===== src/design/lsc_defs.vh =====
// Purpose: shared constants of the low-speed oscillator and system clock select block
// Assumes: APB byte addresses, one 32-bit word per register
// Notes:   included by its bare name by the divider and clock control design files of the block
`ifndef LSC_DEFS_VH
`define LSC_DEFS_VH

// ********************************
// register byte addresses
// ********************************
`define LSC_ADDR_W              12
`define LSC_OFS_CLOCK_SELECT    12'h000
`define LSC_OFS_SLOW_XTAL_CTRL  12'h004
`define LSC_OFS_FAST_OSC_CTRL   12'h008
`define LSC_OFS_PIN_CTRL        12'h00c

// ********************************
// clock_select_reg fields
// ********************************
`define LSC_SYSSEL_HI           7
`define LSC_SYSSEL_LO           5
`define LSC_HFSEL_BIT           3
`define LSC_LFSEL_BIT           2
`define LSC_HIDLE_BIT           1
`define LSC_LIDLE_BIT           0
`define LSC_CLOCK_SELECT_RST    8'h00
`define LSC_SYSSEL_FULL         3'h0
`define LSC_SYSSEL_LOW          3'h7

// ********************************
// slow_crystal_ctrl_reg fields
// ********************************
`define LSC_SPEEDUP_BIT         2
`define LSC_STABLE_BIT          1
`define LSC_ENABLE_BIT          0
`define LSC_SLOW_XTAL_RST       3'h0

// ********************************
// fast oscillator and pin control fields
// ********************************
`define LSC_HS_KEEP_BIT         0
`define LSC_FAST_OSC_RST        1'h1
`define LSC_PIN_A_IO_BIT        0
`define LSC_PIN_B_IO_BIT        1
`define LSC_PIN_CTRL_RST        2'h0

// ********************************
// timing
// ********************************
`define LSC_PCLK_MHZ            200
`define LSC_STARTUP_SPEEDUP_US  1000
`define LSC_STARTUP_LOWPOWER_US 2000
`define LSC_DIV_STAGES          7
`define LSC_DIV_CNT_W           6

`endif


===== src/design/lsc_clock_ctrl_pad.v =====
// Purpose: none
// Assumes: none
// Notes:   none
`default_nettype none
`default_nettype wire


===== src/design/lsc_divider.v =====
// Purpose: ripple-free prescaler producing high_speed_clock divided by 1 to 64 as ticks
// Assumes: tick_in is a one-cycle pulse per high-speed clock edge, synchronous to pclk
// Notes:   div_tick[k] pulses once every 2**k input ticks; all outputs are registered
`include "lsc_defs.vh"
`default_nettype none

module lsc_divider #(
    parameter STAGES = `LSC_DIV_STAGES,
    parameter CNT_W  = `LSC_DIV_CNT_W
) (
    // clock and reset
    input  wire              pclk,
    input  wire              presetn,
    // tick in and divided ticks out
    input  wire              tick_in,
    output reg  [STAGES-1:0] div_tick
);

    reg  [CNT_W-1:0]  count;
    wire [CNT_W-1:0]  next_count;
    wire [STAGES-1:0] next_div_tick;

    assign next_count = tick_in ? count + {{(CNT_W-1){1'b0}}, 1'b1} : count;

    // ********************************
    // one decode per stage
    // ********************************
    assign next_div_tick[0] = tick_in;
    genvar k;
    generate
        for (k = 1; k < STAGES; k = k + 1) begin : g_stage
            // a stage fires on the tick that rolls its low k bits over
            assign next_div_tick[k] = tick_in & (&count[k-1:0]);
        end
    endgenerate

    always @(posedge pclk or negedge presetn) begin
        if (!presetn) begin
            count    <= {CNT_W{1'b0}};
            div_tick <= {STAGES{1'b0}};
        end else begin
            count    <= next_count;
            div_tick <= next_div_tick;
        end
    end

endmodule // lsc_divider

`default_nettype wire


===== src/design/lsc_clock_ctrl.v =====
// Purpose: low-speed oscillator control and system clock selection behind an APB slave
// Assumes: oscillator activity arrives as one-cycle ticks synchronous to pclk
// Notes:   clocks leave the block as tick pulses; one wait state on every APB access
`include "lsc_defs.vh"
`default_nettype none

module lsc_clock_ctrl #(
    parameter SPEEDUP_CYCLES  = `LSC_STARTUP_SPEEDUP_US * `LSC_PCLK_MHZ,
    parameter LOWPOWER_CYCLES = `LSC_STARTUP_LOWPOWER_US * `LSC_PCLK_MHZ,
    parameter CNT_W           = 20
) (
    // clock and reset
    input  wire                   pclk,
    input  wire                   presetn,
    // apb slave
    input  wire [`LSC_ADDR_W-1:0] paddr,
    input  wire                   psel,
    input  wire                   penable,
    input  wire                   pwrite,
    input  wire [31:0]            pwdata,
    output reg                    pready,
    output reg  [31:0]            prdata,
    output reg                    pslverr,
    // oscillator activity ticks
    input  wire                   slow_crystal_osc_tick,
    input  wire                   internal_slow_rc_osc_tick,
    input  wire                   fast_crystal_osc_tick,
    input  wire                   internal_fast_rc_osc_tick,
    // system state
    input  wire                   cpu_halt,
    input  wire                   watchdog_enable,
    // oscillator controls
    output reg                    slow_crystal_osc_run,
    output reg                    slow_crystal_speedup,
    output reg                    internal_slow_rc_osc_run,
    output reg                    fast_crystal_osc_run,
    output reg                    internal_fast_rc_osc_run,
    // slow crystal pin sharing
    output reg                    slow_crystal_pin_a_is_osc,
    output reg                    slow_crystal_pin_b_is_osc,
    // clock ticks
    output reg                    low_speed_clock,
    output reg                    high_speed_clock,
    output reg  [`LSC_DIV_STAGES-1:0] high_speed_div_clock,
    output reg                    system_clock,
    output reg                    watchdog_clock,
    output reg                    time_base_clock
);

    // ********************************
    // startup counter states
    // ********************************
    localparam ST_OFF    = 3'b001;
    localparam ST_START  = 3'b010;
    localparam ST_STABLE = 3'b100;

    localparam [CNT_W-1:0] SPEEDUP_LOAD  = SPEEDUP_CYCLES[CNT_W-1:0] - 1'b1;
    localparam [CNT_W-1:0] LOWPOWER_LOAD = LOWPOWER_CYCLES[CNT_W-1:0] - 1'b1;

    // slow crystal counts as used when enabled, or chosen as low-speed source
    function slow_xtal_used;
        input en;
        input lfsel;
        begin
            slow_xtal_used = en | lfsel;
        end
    endfunction

    // ********************************
    // registers
    // ********************************
    reg [2:0]       system_clock_sel;
    reg             high_freq_source_sel;
    reg             low_freq_source_sel;
    reg             high_idle_enable;
    reg             low_idle_enable;
    reg             slow_crystal_enable;
    reg             slow_crystal_speedup_sel;
    reg             high_speed_keep;
    reg             pin_a_io_req;
    reg             pin_b_io_req;
    reg [2:0]       xtal_state;
    reg [CNT_W-1:0] xtal_count;

    reg [2:0]       next_xtal_state;
    reg [CNT_W-1:0] next_xtal_count;
    reg [31:0]      next_prdata;
    reg             addr_ok;

    wire access  = psel & penable & ~pready;
    wire wr_done = psel & penable & pready & pwrite & ~pslverr;
    wire slow_stable = (xtal_state == ST_STABLE);
    wire low_is_sys  = (system_clock_sel == `LSC_SYSSEL_LOW);
    wire xtal_is_sys = low_is_sys & low_freq_source_sel;

    // ********************************
    // apb slave
    // ********************************
    always @* begin
        addr_ok     = 1'b1;
        next_prdata = 32'h0000_0000;
        case (paddr)
            `LSC_OFS_CLOCK_SELECT: begin
                next_prdata[`LSC_SYSSEL_HI:`LSC_SYSSEL_LO] = system_clock_sel;
                next_prdata[`LSC_HFSEL_BIT] = high_freq_source_sel;
                next_prdata[`LSC_LFSEL_BIT] = low_freq_source_sel;
                next_prdata[`LSC_HIDLE_BIT] = high_idle_enable;
                next_prdata[`LSC_LIDLE_BIT] = low_idle_enable;
            end
            `LSC_OFS_SLOW_XTAL_CTRL: begin
                next_prdata[`LSC_SPEEDUP_BIT] = slow_crystal_speedup_sel;
                next_prdata[`LSC_STABLE_BIT]  = slow_stable;
                next_prdata[`LSC_ENABLE_BIT]  = slow_crystal_enable;
            end
            `LSC_OFS_FAST_OSC_CTRL: begin
                next_prdata[`LSC_HS_KEEP_BIT] = high_speed_keep;
            end
            `LSC_OFS_PIN_CTRL: begin
                next_prdata[`LSC_PIN_A_IO_BIT] = pin_a_io_req;
                next_prdata[`LSC_PIN_B_IO_BIT] = pin_b_io_req;
            end
            default: begin
                addr_ok = 1'b0;
            end
        endcase
    end

    always @(posedge pclk or negedge presetn) begin
        if (!presetn) begin
            pready  <= 1'b0;
            prdata  <= 32'h0000_0000;
            pslverr <= 1'b0;
        end else begin
            // one wait state so read data and error can come out of flops
            pready  <= access;
            pslverr <= access & ~addr_ok;
            if (access && !pwrite) begin
                prdata <= next_prdata;
            end
        end
    end

    always @(posedge pclk or negedge presetn) begin
        if (!presetn) begin
            system_clock_sel         <= `LSC_SYSSEL_FULL;
            high_freq_source_sel     <= 1'b0;
            low_freq_source_sel      <= 1'b0;
            high_idle_enable         <= 1'b0;
            low_idle_enable          <= 1'b0;
            slow_crystal_enable      <= 1'b0;
            slow_crystal_speedup_sel <= 1'b0;
            high_speed_keep          <= `LSC_FAST_OSC_RST;
            pin_a_io_req             <= 1'b0;
            pin_b_io_req             <= 1'b0;
        end else if (wr_done) begin
            case (paddr)
                `LSC_OFS_CLOCK_SELECT: begin
                    system_clock_sel     <= pwdata[`LSC_SYSSEL_HI:`LSC_SYSSEL_LO];
                    high_freq_source_sel <= pwdata[`LSC_HFSEL_BIT];
                    low_freq_source_sel  <= pwdata[`LSC_LFSEL_BIT];
                    high_idle_enable     <= pwdata[`LSC_HIDLE_BIT];
                    low_idle_enable      <= pwdata[`LSC_LIDLE_BIT];
                end
                `LSC_OFS_SLOW_XTAL_CTRL: begin
                    slow_crystal_enable <= pwdata[`LSC_ENABLE_BIT];
                    // mode is frozen while the crystal feeds the system clock
                    if (!xtal_is_sys) begin
                        slow_crystal_speedup_sel <= pwdata[`LSC_SPEEDUP_BIT];
                    end
                end
                `LSC_OFS_FAST_OSC_CTRL: begin
                    high_speed_keep <= pwdata[`LSC_HS_KEEP_BIT];
                end
                `LSC_OFS_PIN_CTRL: begin
                    pin_a_io_req <= pwdata[`LSC_PIN_A_IO_BIT];
                    pin_b_io_req <= pwdata[`LSC_PIN_B_IO_BIT];
                end
                default: begin
                    high_speed_keep <= high_speed_keep;
                end
            endcase
        end
    end

    // ********************************
    // slow crystal start-up
    // ********************************
    always @* begin
        next_xtal_state = xtal_state;
        next_xtal_count = xtal_count;
        case (xtal_state)
            ST_OFF: begin
                if (slow_crystal_enable) begin
                    next_xtal_state = ST_START;
                    // low-power start is slower; running behaviour is identical
                    next_xtal_count = slow_crystal_speedup_sel ? SPEEDUP_LOAD
                                                               : LOWPOWER_LOAD;
                end
            end
            ST_START: begin
                if (!slow_crystal_enable) begin
                    next_xtal_state = ST_OFF;
                end else if (xtal_count == {CNT_W{1'b0}}) begin
                    next_xtal_state = ST_STABLE;
                end else begin
                    next_xtal_count = xtal_count - 1'b1;
                end
            end
            ST_STABLE: begin
                // a later switch to low-power leaves the crystal running
                if (!slow_crystal_enable) begin
                    next_xtal_state = ST_OFF;
                end
            end
            default: begin
                next_xtal_state = ST_OFF;
            end
        endcase
    end

    always @(posedge pclk or negedge presetn) begin
        if (!presetn) begin
            xtal_state <= ST_OFF;
            xtal_count <= {CNT_W{1'b0}};
        end else begin
            xtal_state <= next_xtal_state;
            xtal_count <= next_xtal_count;
        end
    end

    // ********************************
    // clock sources and selection
    // ********************************
    wire [`LSC_DIV_STAGES-1:0] div_tick;
    wire hs_on    = cpu_halt ? high_idle_enable : (~low_is_sys | high_speed_keep);
    wire ls_on    = ~cpu_halt | low_idle_enable;
    wire hs_src   = high_freq_source_sel ? fast_crystal_osc_tick
                                         : internal_fast_rc_osc_tick;
    wire hs_tick  = hs_on & hs_src;
    // gated until start-up has ended so no early edges leak out
    wire xt_tick  = slow_stable & slow_crystal_osc_tick;
    wire ls_tick  = low_freq_source_sel ? xt_tick : internal_slow_rc_osc_tick;
    wire sys_tick = low_is_sys ? ls_tick
                               : div_tick[system_clock_sel];

    lsc_divider #(
        .STAGES (`LSC_DIV_STAGES),
        .CNT_W  (`LSC_DIV_CNT_W)
    ) u_divider (
        .pclk     (pclk),
        .presetn  (presetn),
        .tick_in  (hs_tick),
        .div_tick (div_tick)
    );

    // divider adds one cycle; the low-speed path is delayed to match
    reg ls_tick_d;

    always @(posedge pclk or negedge presetn) begin
        if (!presetn) begin
            ls_tick_d                 <= 1'b0;
            low_speed_clock           <= 1'b0;
            high_speed_clock          <= 1'b0;
            high_speed_div_clock      <= {`LSC_DIV_STAGES{1'b0}};
            system_clock              <= 1'b0;
            watchdog_clock            <= 1'b0;
            time_base_clock           <= 1'b0;
            slow_crystal_osc_run      <= 1'b0;
            slow_crystal_speedup      <= 1'b0;
            internal_slow_rc_osc_run  <= 1'b0;
            fast_crystal_osc_run      <= 1'b0;
            internal_fast_rc_osc_run  <= 1'b0;
            slow_crystal_pin_a_is_osc <= 1'b0;
            slow_crystal_pin_b_is_osc <= 1'b0;
        end else begin
            ls_tick_d            <= ls_tick;
            low_speed_clock      <= ls_tick_d & ls_on;
            high_speed_clock     <= div_tick[0];
            high_speed_div_clock <= div_tick;
            // halt always gates the processor clock; the other clocks stop only as the idle and watchdog enables allow
            system_clock         <= ~cpu_halt & (low_is_sys ? ls_tick_d : sys_tick);
            watchdog_clock       <= ls_tick_d & (ls_on | watchdog_enable);
            time_base_clock      <= ls_tick_d & ls_on;
            slow_crystal_osc_run <= slow_crystal_enable;
            slow_crystal_speedup <= slow_crystal_speedup_sel;
            internal_slow_rc_osc_run <= (~low_freq_source_sel & ls_on) | watchdog_enable;
            fast_crystal_osc_run     <= hs_on & high_freq_source_sel;
            internal_fast_rc_osc_run <= hs_on & ~high_freq_source_sel;
            slow_crystal_pin_a_is_osc <=
                slow_xtal_used(slow_crystal_enable, low_freq_source_sel) | ~pin_a_io_req;
            slow_crystal_pin_b_is_osc <=
                slow_xtal_used(slow_crystal_enable, low_freq_source_sel) | ~pin_b_io_req;
        end
    end

endmodule // lsc_clock_ctrl

`default_nettype wire


===== config.mk =====
export PLATFORM = sky130hd
export DESIGN_NAME = lsc_clock_ctrl
export DESIGN_NICKNAME = d
export VERILOG_FILES = /design/src/design/lsc_clock_ctrl_pad.v /design/src/design/lsc_divider.v /design/src/design/lsc_clock_ctrl.v
export VERILOG_INCLUDE_DIRS = /design/src /design/src/design
export SDC_FILE = /design/constraint.sdc
export NUM_CORES = 1
export LEC_CHECK = 0
export BUFFER_PORTS_ARGS = -buffer_cell sky130_fd_sc_hd__buf_2
export CELL_PAD_IN_SITES_DETAIL_PLACEMENT = 0
export CELL_PAD_IN_SITES_GLOBAL_PLACEMENT = 2
export CORE_ASPECT_RATIO = 0.6
export CORE_UTILIZATION = 32
export CTS_CLUSTER_SIZE = 30
export DETAILED_ROUTE_END_ITERATION = 16
export PLACE_DENSITY = 0.83
export RECOVER_POWER = 100
export SLEW_MARGIN = 5
export SYNTH_ARGS = -nofsm -noshare
export SYNTH_HDL_FRONTEND = slang
export SYNTH_SLANG_ARGS = --single-unit

===== constraint.sdc =====
create_clock -name pclk -period 2.5 [get_ports pclk]
set_input_delay 0.25 -clock pclk [delete_from_list [all_inputs] [get_ports pclk]]
set_output_delay 0.25 -clock pclk [all_outputs]
set_load 0.005 [all_outputs]

==> results of run 1 <==
## area by class of cell
type	count	area (um^2)	area share
inverter	8	30.0	0.00719
sequential	75	1880	0.450
timing repair buffer	62	300	0.0719
multi-input combinational	239	1510	0.362
clock inverter	3	40.0	0.00958
tap	139	174	0.0416
clock buffer	11	243	0.0581
## critical path: cells and delay by family, from the launching register on
kind | cells | cell delay [ps]
and+or+nand+nor | 2 | 810
AOI/OAI and AO/OA | 3 | 480
DFF | 1 | 410
buffers and inverters | 2 | 370
adders and majority gates | 1 | 160
## where the power goes
part	leakage, uW	switching (uW)	internal [uW]
Combinational	0.000858	116	100
Clock	0.000141	452	784
Sequential	0.00100	65.7	1280
Total	0.00200	634	2170
## worst paths after layout
| check | to | slack, ps | depth (start not counted) |
|---|---|---|---|
| worst max-delay path | xtal_count[16] | 160 | 8 |
| min in group asynchronous | xtal_count[5] | 420 | 1 |
| worst min register to register | high_speed_div_clock[6] | 370 | 0 |
| max in group asynchronous | internal_fast_rc_osc_run | 990 | 1 |
| worst max register to register | xtal_count[16] | 160 | 8 |
| worst min-delay path | system_clock | 130 | 2 |
## routing by layer
| layer | up-vias | track usage | routed length, um |
|---|---|---|---|
| met5 | - | 0 | 0 |
| met4 | 0 | 0.0398 | 73 |
| met3 | 6 | 0.0419 | 398 |
| met2 | 70 | 0.201 | 3100 |
| met1 | 1270 | 0.234 | 4440 |
| li1 | 1266 | - | - |
## metrics by stage
step	cells	area, um^2	power [uW]	hold slack [ps]
after detailed placement	523	3920	1600	359
after CTS	537	4200	2850	104
after global routing	537	4180	2940	139
after global placement	523	3920	1580	357
after floorplan	357	3660	1510	-45.6
final	537	4180	2800	134
## state kept, by name, summed over array words and instances, names as in the netlist, 3 cells and up
name / cells
prdata: 7
system_clock_sel: 3
xtal_count: 20
high_speed_div_clock: 7
u_divider.count: 6
xtal_state: 3
u_divider.div_tick: 7
## cell usage in the layout (no fill, tap or decap), drive strengths merged, types with 3 or more instances in the layout
| cell type | n |
|---|---|
| and2 | 4 |
| mux2 | 16 |
| mux2i | 3 |
| nor2b | 6 |
| and3 | 3 |
| nor3 | 11 |
| a31oi | 8 |
| buf | 46 |
| a21oi | 18 |
| nor2 | 26 |
| nand2 | 27 |
| clkbuf | 27 |
| inv | 8 |
| nand3 | 9 |
| nand2b | 6 |
| o21ai | 18 |
| or4 | 4 |
| nor4 | 5 |
| dfrtp | 73 |
| nand4 | 4 |
| ha | 5 |
| mux4 | 3 |
| or3 | 6 |
| conb | 25 |
| o31ai | 5 |
## cell usage after synthesis (3+ instances only)
library cell  number  area (um^2)
nor2b_1            6         37.5
dfrtp_1           73         1830
and2_1             4         25.0
or3_1              5         31.3
nand4_1            4         25.0
o31ai_1            5         37.5
o21ai_0           18         90.1
nand2b_1           6         37.5
buf_4             28          210
mux4_2             3         67.6
ha_1               5         62.6
nand3_1            9         45.0
mux2_2            16          180
mux2i_1            3         30.0
nor3_1            10         50.1
a21oi_1           18         90.1
or4_1              3         22.5
nor4_1             4         25.0
and3_1             3         18.8
clkbuf_1           4         15.0
inv_1              7         26.3
nand2_1           27          101
a31oi_1            8         50.1
nor2_1            26         97.6
## cells by family after synthesis
logic type,count (synthesis),synth area share
buf+inv,43,0.0754
other cells,1,0.00105
fa+ha+maj,5,0.0175
mux,22,0.0779
flops,75,0.527
compound gates,68,0.122
simple gates,116,0.172
xor+xnor,3,0.00737
==> out/results.ini, run 1 <==
[floorplan]
initial_core_utilization = 0.333
floorplan.rows = 29
ioPinCount = 108
die_outline_area_um2 = 11600
dieWidth_um = 138
floorplan.core_area_um2 = 10700
die_height_um = 83.8

[routing]
drc = 12
ant_nets = 0
initialDrtViolationCount = 123
vias_per_cell = 4.86
vias = 2612
avgRoutedWirePerCell_um = 14.9
postRouteWirelength_um = 8020
first_pass_iters = 10

[synthesis]
synth_area_um2 = 3570
number_of_storage_elements_in_the_synthesis_netlist = 75
synth-edff-count = 0
ys_types = 53
ys.warnings.count = 0
seq_area_frac_synth = 0.527
syn_area_per_cell_um2 = 10.7
synthArstFlopShare = 1.00
synth_ff_type = dfrtp_1
postSynthCellCount = 333

[global_route]
grt-ovfl-total = 0
number_of_antenna_violations_at_the_first_check_in_global_routing = 0
maximum_number_of_pins_on_one_net_before_global_route_repair = 76
first_pass_grt_wire_length_um = 13500
first_global_vias = 2578
track_usage = 0.151

[layout]
areaGrowthSynthToFinish_pct = 17.2
share_of_layout_cells_above_drive_strength_1 = 0.234
filler_cell_count = 1066
nNetsFinal = 455
final_core_utilization = 0.390
antennaDiodeCount = 0

[worst_setup_path]
critical_path_arrival_ps = 2560
worst_setup_path_start_kind = register
timing.rr.start = xtal_count[0]
crit_slowest_cell = or3b_2
cp_data_required_time_ps = 2720
cp_cell_sequence = inv_1 -> ha_1 -> or3b_2 -> nor4_4 -> a31o_2 -> clkbuf_2 -> a21oi_1 -> o22a_1
timing_worst_setup_path_type = register to register
setup.worst_path.end_class = register
crit_start = xtal_count[0]
cpPeakStageDelay_ps = 530
crit_path_max_fanout = 11

[sta]
totalNegativeSetupSlack_ps = 0
grt_setup_unrepaired = false
final.period_utilization = 0.935
worst_slew_pin_slew_ps = 1840
finalHoldViolations = 0
finalWorstPathRequiredPeriod_ps = 2340
finalWorstSetupSlack_ps = 163
finalMaxSlewViolations = 76
finalSetupViolCount = 0
max_slew_margin = -0.227
clock_skew_ps = 9.47
clock.fmax_mhz = 428

[power]
max-vdd-ir-drop_mv = 0.341
power.leakage_uw = 0.00200
power_density_nw_per_um2 = 670

[cts]
cts.reportedPaths.clkPinSlew_ps = 60
ctsResizeCount = 0
ctsLongestPathBuffers = 2
cts_max_level = 3
cts.sink_count = 75
worstSkewPairLatency_ps = 330
cts_tree = done
postCtsSetupRepairBufs = 0
cts_hold_buffers = 0
cts_inserted_buffers = 9
ctsRootBufferMaster = clkbuf_16

[min_path]
worstHoldStart = cpu_halt
hold_path_class = input port to register

[status]
result_of_the_run = finished, violations left
failed_checks = DRC, capacitance limit, slew limit

[placement]
place_worst_setup_slack_ps = 136
gpl.final_weighted_congestion = 0.762
place.detailed.hpwl_um = 5960
port-buffer-count = 57

[job]
max-cap-violations = 1

(Power assumes the default switching activity.)
==> run 2: changes to the inputs <==
--- a/config.mk
+++ b/config.mk
@@ -6,14 +6,14 @@
 export SDC_FILE = /design/constraint.sdc
 export NUM_CORES = 1
 export LEC_CHECK = 0
-export BUFFER_PORTS_ARGS = -buffer_cell sky130_fd_sc_hd__buf_2
 export CELL_PAD_IN_SITES_DETAIL_PLACEMENT = 0
 export CELL_PAD_IN_SITES_GLOBAL_PLACEMENT = 2
 export CORE_ASPECT_RATIO = 0.6
-export CORE_UTILIZATION = 32
+export CORE_UTILIZATION = 39
 export CTS_CLUSTER_SIZE = 30
 export DETAILED_ROUTE_END_ITERATION = 16
-export PLACE_DENSITY = 0.83
+export DONT_BUFFER_PORTS = 1
+export PLACE_DENSITY = 0.82
 export RECOVER_POWER = 100
 export SLEW_MARGIN = 5
 export SYNTH_ARGS = -nofsm -noshare
==> out/results.ini, run 2 (synthesis results as in run 1) <==
[sta]
worst_hold_slack_ps = 43.5  ; was 134 ps
max_slew_margin = -0.110  ; was -0.227
clock_skew_ps = 12.6  ; was 9.47 ps
finalHoldViolations = 0  ; unchanged
finalWorstSetupSlack_ps = 115  ; was 163 ps
worst_slew_pin_slew_ps = 1670  ; was 1840 ps
finalSetupViolCount = 0  ; unchanged
final.period_utilization = 0.954  ; was 0.935
finalWorstPathRequiredPeriod_ps = 2390  ; was 2340 ps
grt_setup_unrepaired = false  ; unchanged
finalMaxSlewViolations = 76  ; unchanged
clock.fmax_mhz = 419  ; was 428 MHz
totalNegativeSetupSlack_ps = 0  ; unchanged

[global_route]
first_pass_grt_wire_length_um = 12300  ; was 13500 um
track_usage = 0.168  ; was 0.151
maximum_number_of_pins_on_one_net_before_global_route_repair = 76  ; unchanged
first_global_vias = 2224  ; was 2578
grt-ovfl-total = 0  ; unchanged
number_of_antenna_violations_at_the_first_check_in_global_routing = 0  ; unchanged

[min_path]
worstHoldStart = watchdog_enable  ; was cpu_halt
hold_path_class = input port to register  ; unchanged

[worst_setup_path]
crit_start = xtal_count[0]  ; unchanged
critical_path_arrival_ps = 2620  ; was 2560 ps
timing_worst_setup_path_type = register to register  ; unchanged
setup.worst_path.end_class = register  ; unchanged
cp_data_required_time_ps = 2730  ; was 2720 ps
timing.rr.start = xtal_count[0]  ; unchanged
worst_setup_path_start_kind = register  ; unchanged
crit_path_max_fanout = 10  ; was 11

[power]
power.leakage_uw = 0.00183  ; was 0.00200 uW
power_density_nw_per_um2 = 716  ; was 670 nW/um^2
total_power_uw = 2820  ; was 2800 uW
max-vdd-ir-drop_mv = 0.341  ; about the same

[cts]
ctsResizeCount = 0  ; unchanged
ctsLongestPathBuffers = 2  ; unchanged
worstSkewPairLatency_ps = 340  ; was 330 ps
cts.reportedPaths.clkPinSlew_ps = 60  ; about the same
cts_inserted_buffers = 9  ; unchanged
cts_tree = done  ; unchanged
cts_max_level = 3  ; unchanged
ctsRootBufferMaster = clkbuf_16  ; unchanged
cts.sink_count = 75  ; unchanged

[placement]
gpl.final_weighted_congestion = 0.759  ; was 0.762
place_worst_setup_slack_ps = 168  ; was 136 ps
port-buffer-count = 0  ; was 57
place.detailed.hpwl_um = 5370  ; was 5960 um

[floorplan]
floorplan.rows = 26  ; was 29
die_outline_area_um2 = 9550  ; was 11600 um^2
ioPinCount = 108  ; unchanged
floorplan.core_area_um2 = 8690  ; was 10700 um^2
initial_core_utilization = 0.411  ; was 0.333
die_height_um = 76.1  ; was 83.8 um
dieWidth_um = 125  ; was 138 um

[job]
max-cap-violations = 1  ; unchanged

[layout]
mostFrequentLayoutCells = dfrtp_1 (73), nand2_1 (27), nor2_1 (26)  ; was dfrtp_1 (73), buf_2 (43), nand2_1 (27)
largest_reg_flops = 20  ; unchanged
areaGrowthSynthToFinish_pct = 10.4  ; was 17.2%
nNetsFinal = 403  ; was 455
registers.top_by_ff_count = xtal_count  ; unchanged
layout.cells.most_common = dfrtp_1  ; unchanged
share_of_layout_cells_above_drive_strength_1 = 0.152  ; was 0.234
antennaDiodeCount = 0  ; unchanged

[status]
failed_checks = DRC, capacitance limit, slew limit  ; unchanged
result_of_the_run = finished, violations left  ; unchanged

[routing]
first_pass_iters = 11  ; was 10
avgRoutedWirePerCell_um = 16.5  ; was 14.9 um
vias = 2455  ; was 2612
vias_per_cell = 5.34  ; was 4.86
postRouteWirelength_um = 7580  ; was 8020 um
drc = 9  ; was 12
initialDrtViolationCount = 181  ; was 123
ant_nets = 0  ; unchanged

==> run 2: area by class of cell <==
class | instances | area (um^2)
timing repair buffer | 10 | 76.3
clock buffer | 10 | 239
sequential | 75 | 1880
tap | 112 | 140
multi-input combinational | 239 | 1510
clock inverter | 6 | 65.1
inverter | 8 | 30.0
fill | 808 | 4750
==> run 2: path summary, 6_finish.rpt <==
path / endpoint / slack [ps] / cells past startpoint
max: xtal_count[7] / 110 / 7
max in group asynchronous: internal_fast_rc_osc_run / 610 / 2
min reg2reg: high_speed_div_clock[6] / 380 / 0
min in group asynchronous: xtal_count[4] / 900 / 2
min: watchdog_clock / 40 / 1
max reg2reg: xtal_count[7] / 110 / 7
==> run 2: per-stage QoR <==
| step | instances | utilization | area, um^2 |
|---|---|---|---|
| after global placement | 440 | 0.415 | 3600 |
| after detailed placement | 440 | 0.415 | 3600 |
| after CTS | 459 | 0.455 | 3960 |
| after global routing | 460 | 0.453 | 3940 |
| after floorplan | 357 | - | 3660 |
| final | 460 | 0.453 | 3940 |
==> run 2: routing by layer <==
layer  track usage  vias up  share of wire
met3        0.0583        2          0.074
li1              -     1169              -
met4        0.0537        0         0.0028
met2         0.211       79           0.39
met5             0        -              0
met1         0.261     1205           0.53
==> run 2: power by group <==
part	leakage [uW]	total [uW]	switching, uW	internal, uW
clock network	0.000148	1300	501	799
registers	0.00100	1350	67.7	1280
logic	0.000676	171	93.6	77.1
==> run 2: repair_timing <==
item / CTS / global route
hold buffers: 3 / 1
endpoints found under the hold margin: 76 / 1
buffers inserted: 0 / 0
==> run 2: critical path, cell delays in order, from the launching register on <==
cell and delay, ps:
dfrtp_1 380, inv_1 100, ha_1 200, or3b_2 250, nor4_4 60, a21oi_1 840
nand2_1 170, o41ai_1 270
==> run 3: changes to the inputs <==
--- a/config.mk
+++ b/config.mk
@@ -13,9 +13,10 @@
 export CTS_CLUSTER_SIZE = 30
 export DETAILED_ROUTE_END_ITERATION = 16
 export DONT_BUFFER_PORTS = 1
-export PLACE_DENSITY = 0.82
+export PLACE_DENSITY = 0.81
 export RECOVER_POWER = 100
 export SLEW_MARGIN = 5
 export SYNTH_ARGS = -nofsm -noshare
 export SYNTH_HDL_FRONTEND = slang
+export SYNTH_HIERARCHICAL = 1
 export SYNTH_SLANG_ARGS = --single-unit
==> out/results.ini, run 3 <==
[power]
power.leakage_uw = 0.00189  ; was 0.00183 uW
max-vdd-ir-drop_mv = 0.470  ; was 0.341 mV
power_density_nw_per_um2 = 683  ; was 716 nW/um^2

[layout]
mostFrequentLayoutCells = dfrtp_1 (73), nor2_1 (27), conb_1 (25)  ; was dfrtp_1 (73), nand2_1 (27), nor2_1 (26)
multi_input_area_um2 = 1550  ; was 1510 um^2
share_of_layout_cells_above_drive_strength_1 = 0.179  ; was 0.152
largest_reg_flops = 20  ; unchanged
areaGrowthSynthToFinish_pct = 11.0  ; was 10.4%
sequential_cell_area_um2 = 1880  ; unchanged
layoutNonFillerInstCount = 464  ; was 460
filler_cell_count = 816  ; was 808
antennaDiodeCount = 0  ; unchanged
nNetsFinal = 407  ; was 403
registers.top_by_ff_count = xtal_count  ; unchanged
layout.cells.most_common = dfrtp_1  ; unchanged

[cts]
cts_tree = done  ; unchanged
cts_inserted_buffers = 9  ; unchanged
ctsLongestPathBuffers = 2  ; unchanged
ctsRootBufferMaster = clkbuf_16  ; unchanged
cts.sink_count = 75  ; unchanged
worstSkewPairLatency_ps = 340  ; about the same
postCtsSetupRepairBufs = 0  ; unchanged
cts_max_level = 3  ; unchanged
ctsResizeCount = 0  ; unchanged
cts.reportedPaths.clkPinSlew_ps = 60  ; about the same

[worst_setup_path]
timing.rr.start = xtal_count[16]  ; was xtal_count[0]
cp.buffers_inverters = 0  ; was 1
timing_worst_setup_path_type = register to register  ; unchanged
crit_start = xtal_count[16]  ; was xtal_count[0]
critical_path_arrival_ps = 2600  ; was 2620 ps
cp_data_required_time_ps = 2730  ; about the same
critical_path.top_delay_family = simple AND/OR/NAND/NOR gates  ; was compound AO/OA/AOI/OAI gates
setup.worst_path.end_class = register  ; unchanged
cpPeakStageDelay_ps = 580  ; was 840 ps
cp_cell_sequence = or4_4 -> or4_4 -> o22ai_2 -> o21ai_0 -> a22o_1  ; was inv_1 -> ha_1 -> or3b_2 -> nor4_4 -> a21oi_1 -> nand2_1 -> o41ai_1
crit_top_cell = or4_4
worst_setup_path_start_kind = register  ; unchanged
crit_path_max_fanout = 8  ; was 10
crit_slowest_cell = or4_4  ; was a21oi_1

[placement]
place.detailed.hpwl_um = 5420  ; was 5370 um
placed_cells_incl_taps = 444  ; was 440
gpl.final_weighted_congestion = 0.756  ; was 0.759
port-buffer-count = 0  ; unchanged

[global_route]
grt-ovfl-total = 0  ; unchanged
track_usage = 0.176  ; was 0.168
maximum_number_of_pins_on_one_net_before_global_route_repair = 76  ; unchanged
first_global_vias = 2357  ; was 2224
first_pass_grt_wire_length_um = 12800  ; was 12300 um
number_of_antenna_violations_at_the_first_check_in_global_routing = 0  ; unchanged

[synthesis]
synth_area_um2 = 3620  ; was 3570 um^2
synth_fa_ha_area_frac = 0.0173  ; was 0.0175
synth-xor-area-share = 0.00969  ; was 0.00737
synth.most_common_cell = dfrtp_1  ; unchanged
synth_top_area_cell = dfrtp_1  ; unchanged
syn_area_per_cell_um2 = 11.1  ; was 10.7 um^2
synth-edff-count = 0  ; unchanged
synth.top_cells.by_area = dfrtp_1 (51%), buf_4 (5.6%), mux2_2 (4.7%)  ; was dfrtp_1 (51%), buf_4 (5.9%), mux2_2 (5.1%)
ys.warnings.count = 6  ; was 0
synth_compound_area_frac = 0.114  ; was 0.122
synth_ff_type = dfrtp_1  ; unchanged
ys_types = 59  ; was 53
synth_top_area_frac = 0.505  ; was 0.512
seq_area_frac_synth = 0.520  ; was 0.527
number_of_storage_elements_in_the_synthesis_netlist = 75  ; unchanged
postSynthCellCount = 327  ; was 333
synth_simple_gate_area_share = 0.181  ; was 0.172
synth_top_family_by_area = simple AND/OR/NAND/NOR gates  ; unchanged
fraction_of_synthesized_area_in_multiplexers = 0.0820  ; was 0.0779
synthArstFlopShare = 1.00  ; unchanged
synth_common_cells = dfrtp_1 (73), buf_4 (27), nor2_1 (27), nand2_1 (24), o21ai_0 (16)  ; was dfrtp_1 (73), buf_4 (28), nand2_1 (27), nor2_1 (26)

[sta]
totalNegativeSetupSlack_ps = 0  ; unchanged
worst_slew_pin_slew_ps = 1680  ; was 1670 ps
max_slew_margin = -0.118  ; was -0.110
clock.fmax_mhz = 423  ; was 419 MHz
final.period_utilization = 0.946  ; was 0.954
grt_setup_unrepaired = false  ; unchanged
clock_skew_ps = 3.97  ; was 12.6 ps
finalMaxSlewViolations = 76  ; unchanged
finalWorstPathRequiredPeriod_ps = 2370  ; was 2390 ps
finalHoldViolations = 0  ; unchanged
finalSetupViolCount = 0  ; unchanged

[routing]
initialDrtViolationCount = 183  ; was 181
vias_per_cell = 5.39  ; was 5.34
postRouteWirelength_um = 7730  ; was 7580 um
first_pass_iters = 4  ; was 11
ant_nets = 0  ; unchanged
vias = 2499  ; was 2455
avgRoutedWirePerCell_um = 16.7  ; was 16.5 um
drc = 0  ; was 9

[floorplan]
initial_core_utilization = 0.413  ; was 0.411
dieWidth_um = 126  ; was 125 um
die_height_um = 76.6  ; was 76.1 um
floorplan.core_area_um2 = 8750  ; was 8690 um^2
ioPinCount = 108  ; unchanged
floorplan.rows = 26  ; unchanged
die_outline_area_um2 = 9670  ; was 9550 um^2

[status]
failed_checks = capacitance limit, slew limit  ; was DRC, capacitance limit, slew limit
result_of_the_run = finished, violations left  ; unchanged

[min_path]
hold_path_class = input port to register  ; unchanged
worstHoldStart = watchdog_enable  ; unchanged

[job]
max-cap-violations = 1  ; unchanged

## run 3: changes by cell type in the layout (fill, tap and decap cells not counted), sizes merged, moves of 4 or more
cell	delta
buf	+7
nor4	+4
a21oi	-13
a31oi	-5
## run 3: through the flow
stage / util / cell area [um^2] / hold slack [ps] / power [uW] / worst slack (ps)
final: 0.459 / 4020 / 38.6 / 2740 / 135
after global routing: 0.459 / 4020 / 42.2 / 2870 / 12.0
after CTS: 0.462 / 4050 / 0.612 / 2780 / 137
after detailed placement: 0.424 / 3710 / -44.5 / 1500 / 143
after global placement: 0.424 / 3710 / -44.4 / 1500 / 157
after floorplan: - / 3710 / -45.6 / 1500 / 329
## run 3: path summary, 6_finish.rpt
| kind | endpoint | slack [ps] | cells after the start |
|---|---|---|---|
| setup / recovery | xtal_count[12] | 130 | 5 |
| max in group asynchronous | slow_crystal_pin_a_is_osc | 540 | 2 |
| hold / removal | watchdog_clock | 40 | 1 |
| hold reg to reg | high_speed_div_clock[5] | 370 | 0 |
| min in group asynchronous | u_divider/count[3] | 940 | 2 |
| setup reg to reg | xtal_count[12] | 130 | 5 |
## run 3: layout make-up
cell class	instances	area share
inverters	7	0.00654
clock inverters	7	0.0146
flip-flops and latches	75	0.468
well taps	112	0.0349
clock buffers	9	0.0561
repair buffers	19	0.0343
multi-input cells	235	0.385
## run 3: kinds of logic (layout without fill, tap and decap cells)
| family | count (synthesis) | in the layout |
|---|---|---|
| AO/OA/AOI/OAI | 58 | 58 |
| XOR/XNOR | 4 | 4 |
| adder cells (fa/ha/maj) | 5 | 5 |
| buffers and inverters | 41 | 42 |
| flip-flops | 75 | 75 |
| multiplexers | 24 | 24 |
| other | 1 | 25 |
| AND/OR/NAND/NOR | 119 | 119 |
## run 3: what timing repair did
item	CTS	global route
endpoints found under the setup margin	0	0
hold endpoints to repair	76	1
hold buffers	3	1
## run 3: power breakdown
part,switching [uW],total [uW],internal [uW]
combinational,86.4,160,73.8
clock,554,1240,688
sequential,56.7,1340,1280
## run 3: routing by layer
metal,up-vias,track usage,wire (um)
li1,1177,-,-
met1,1221,0.275,4040
met2,93,0.214,2940
met3,8,0.0681,692
met4,0,0.0506,64
met5,-,0,0
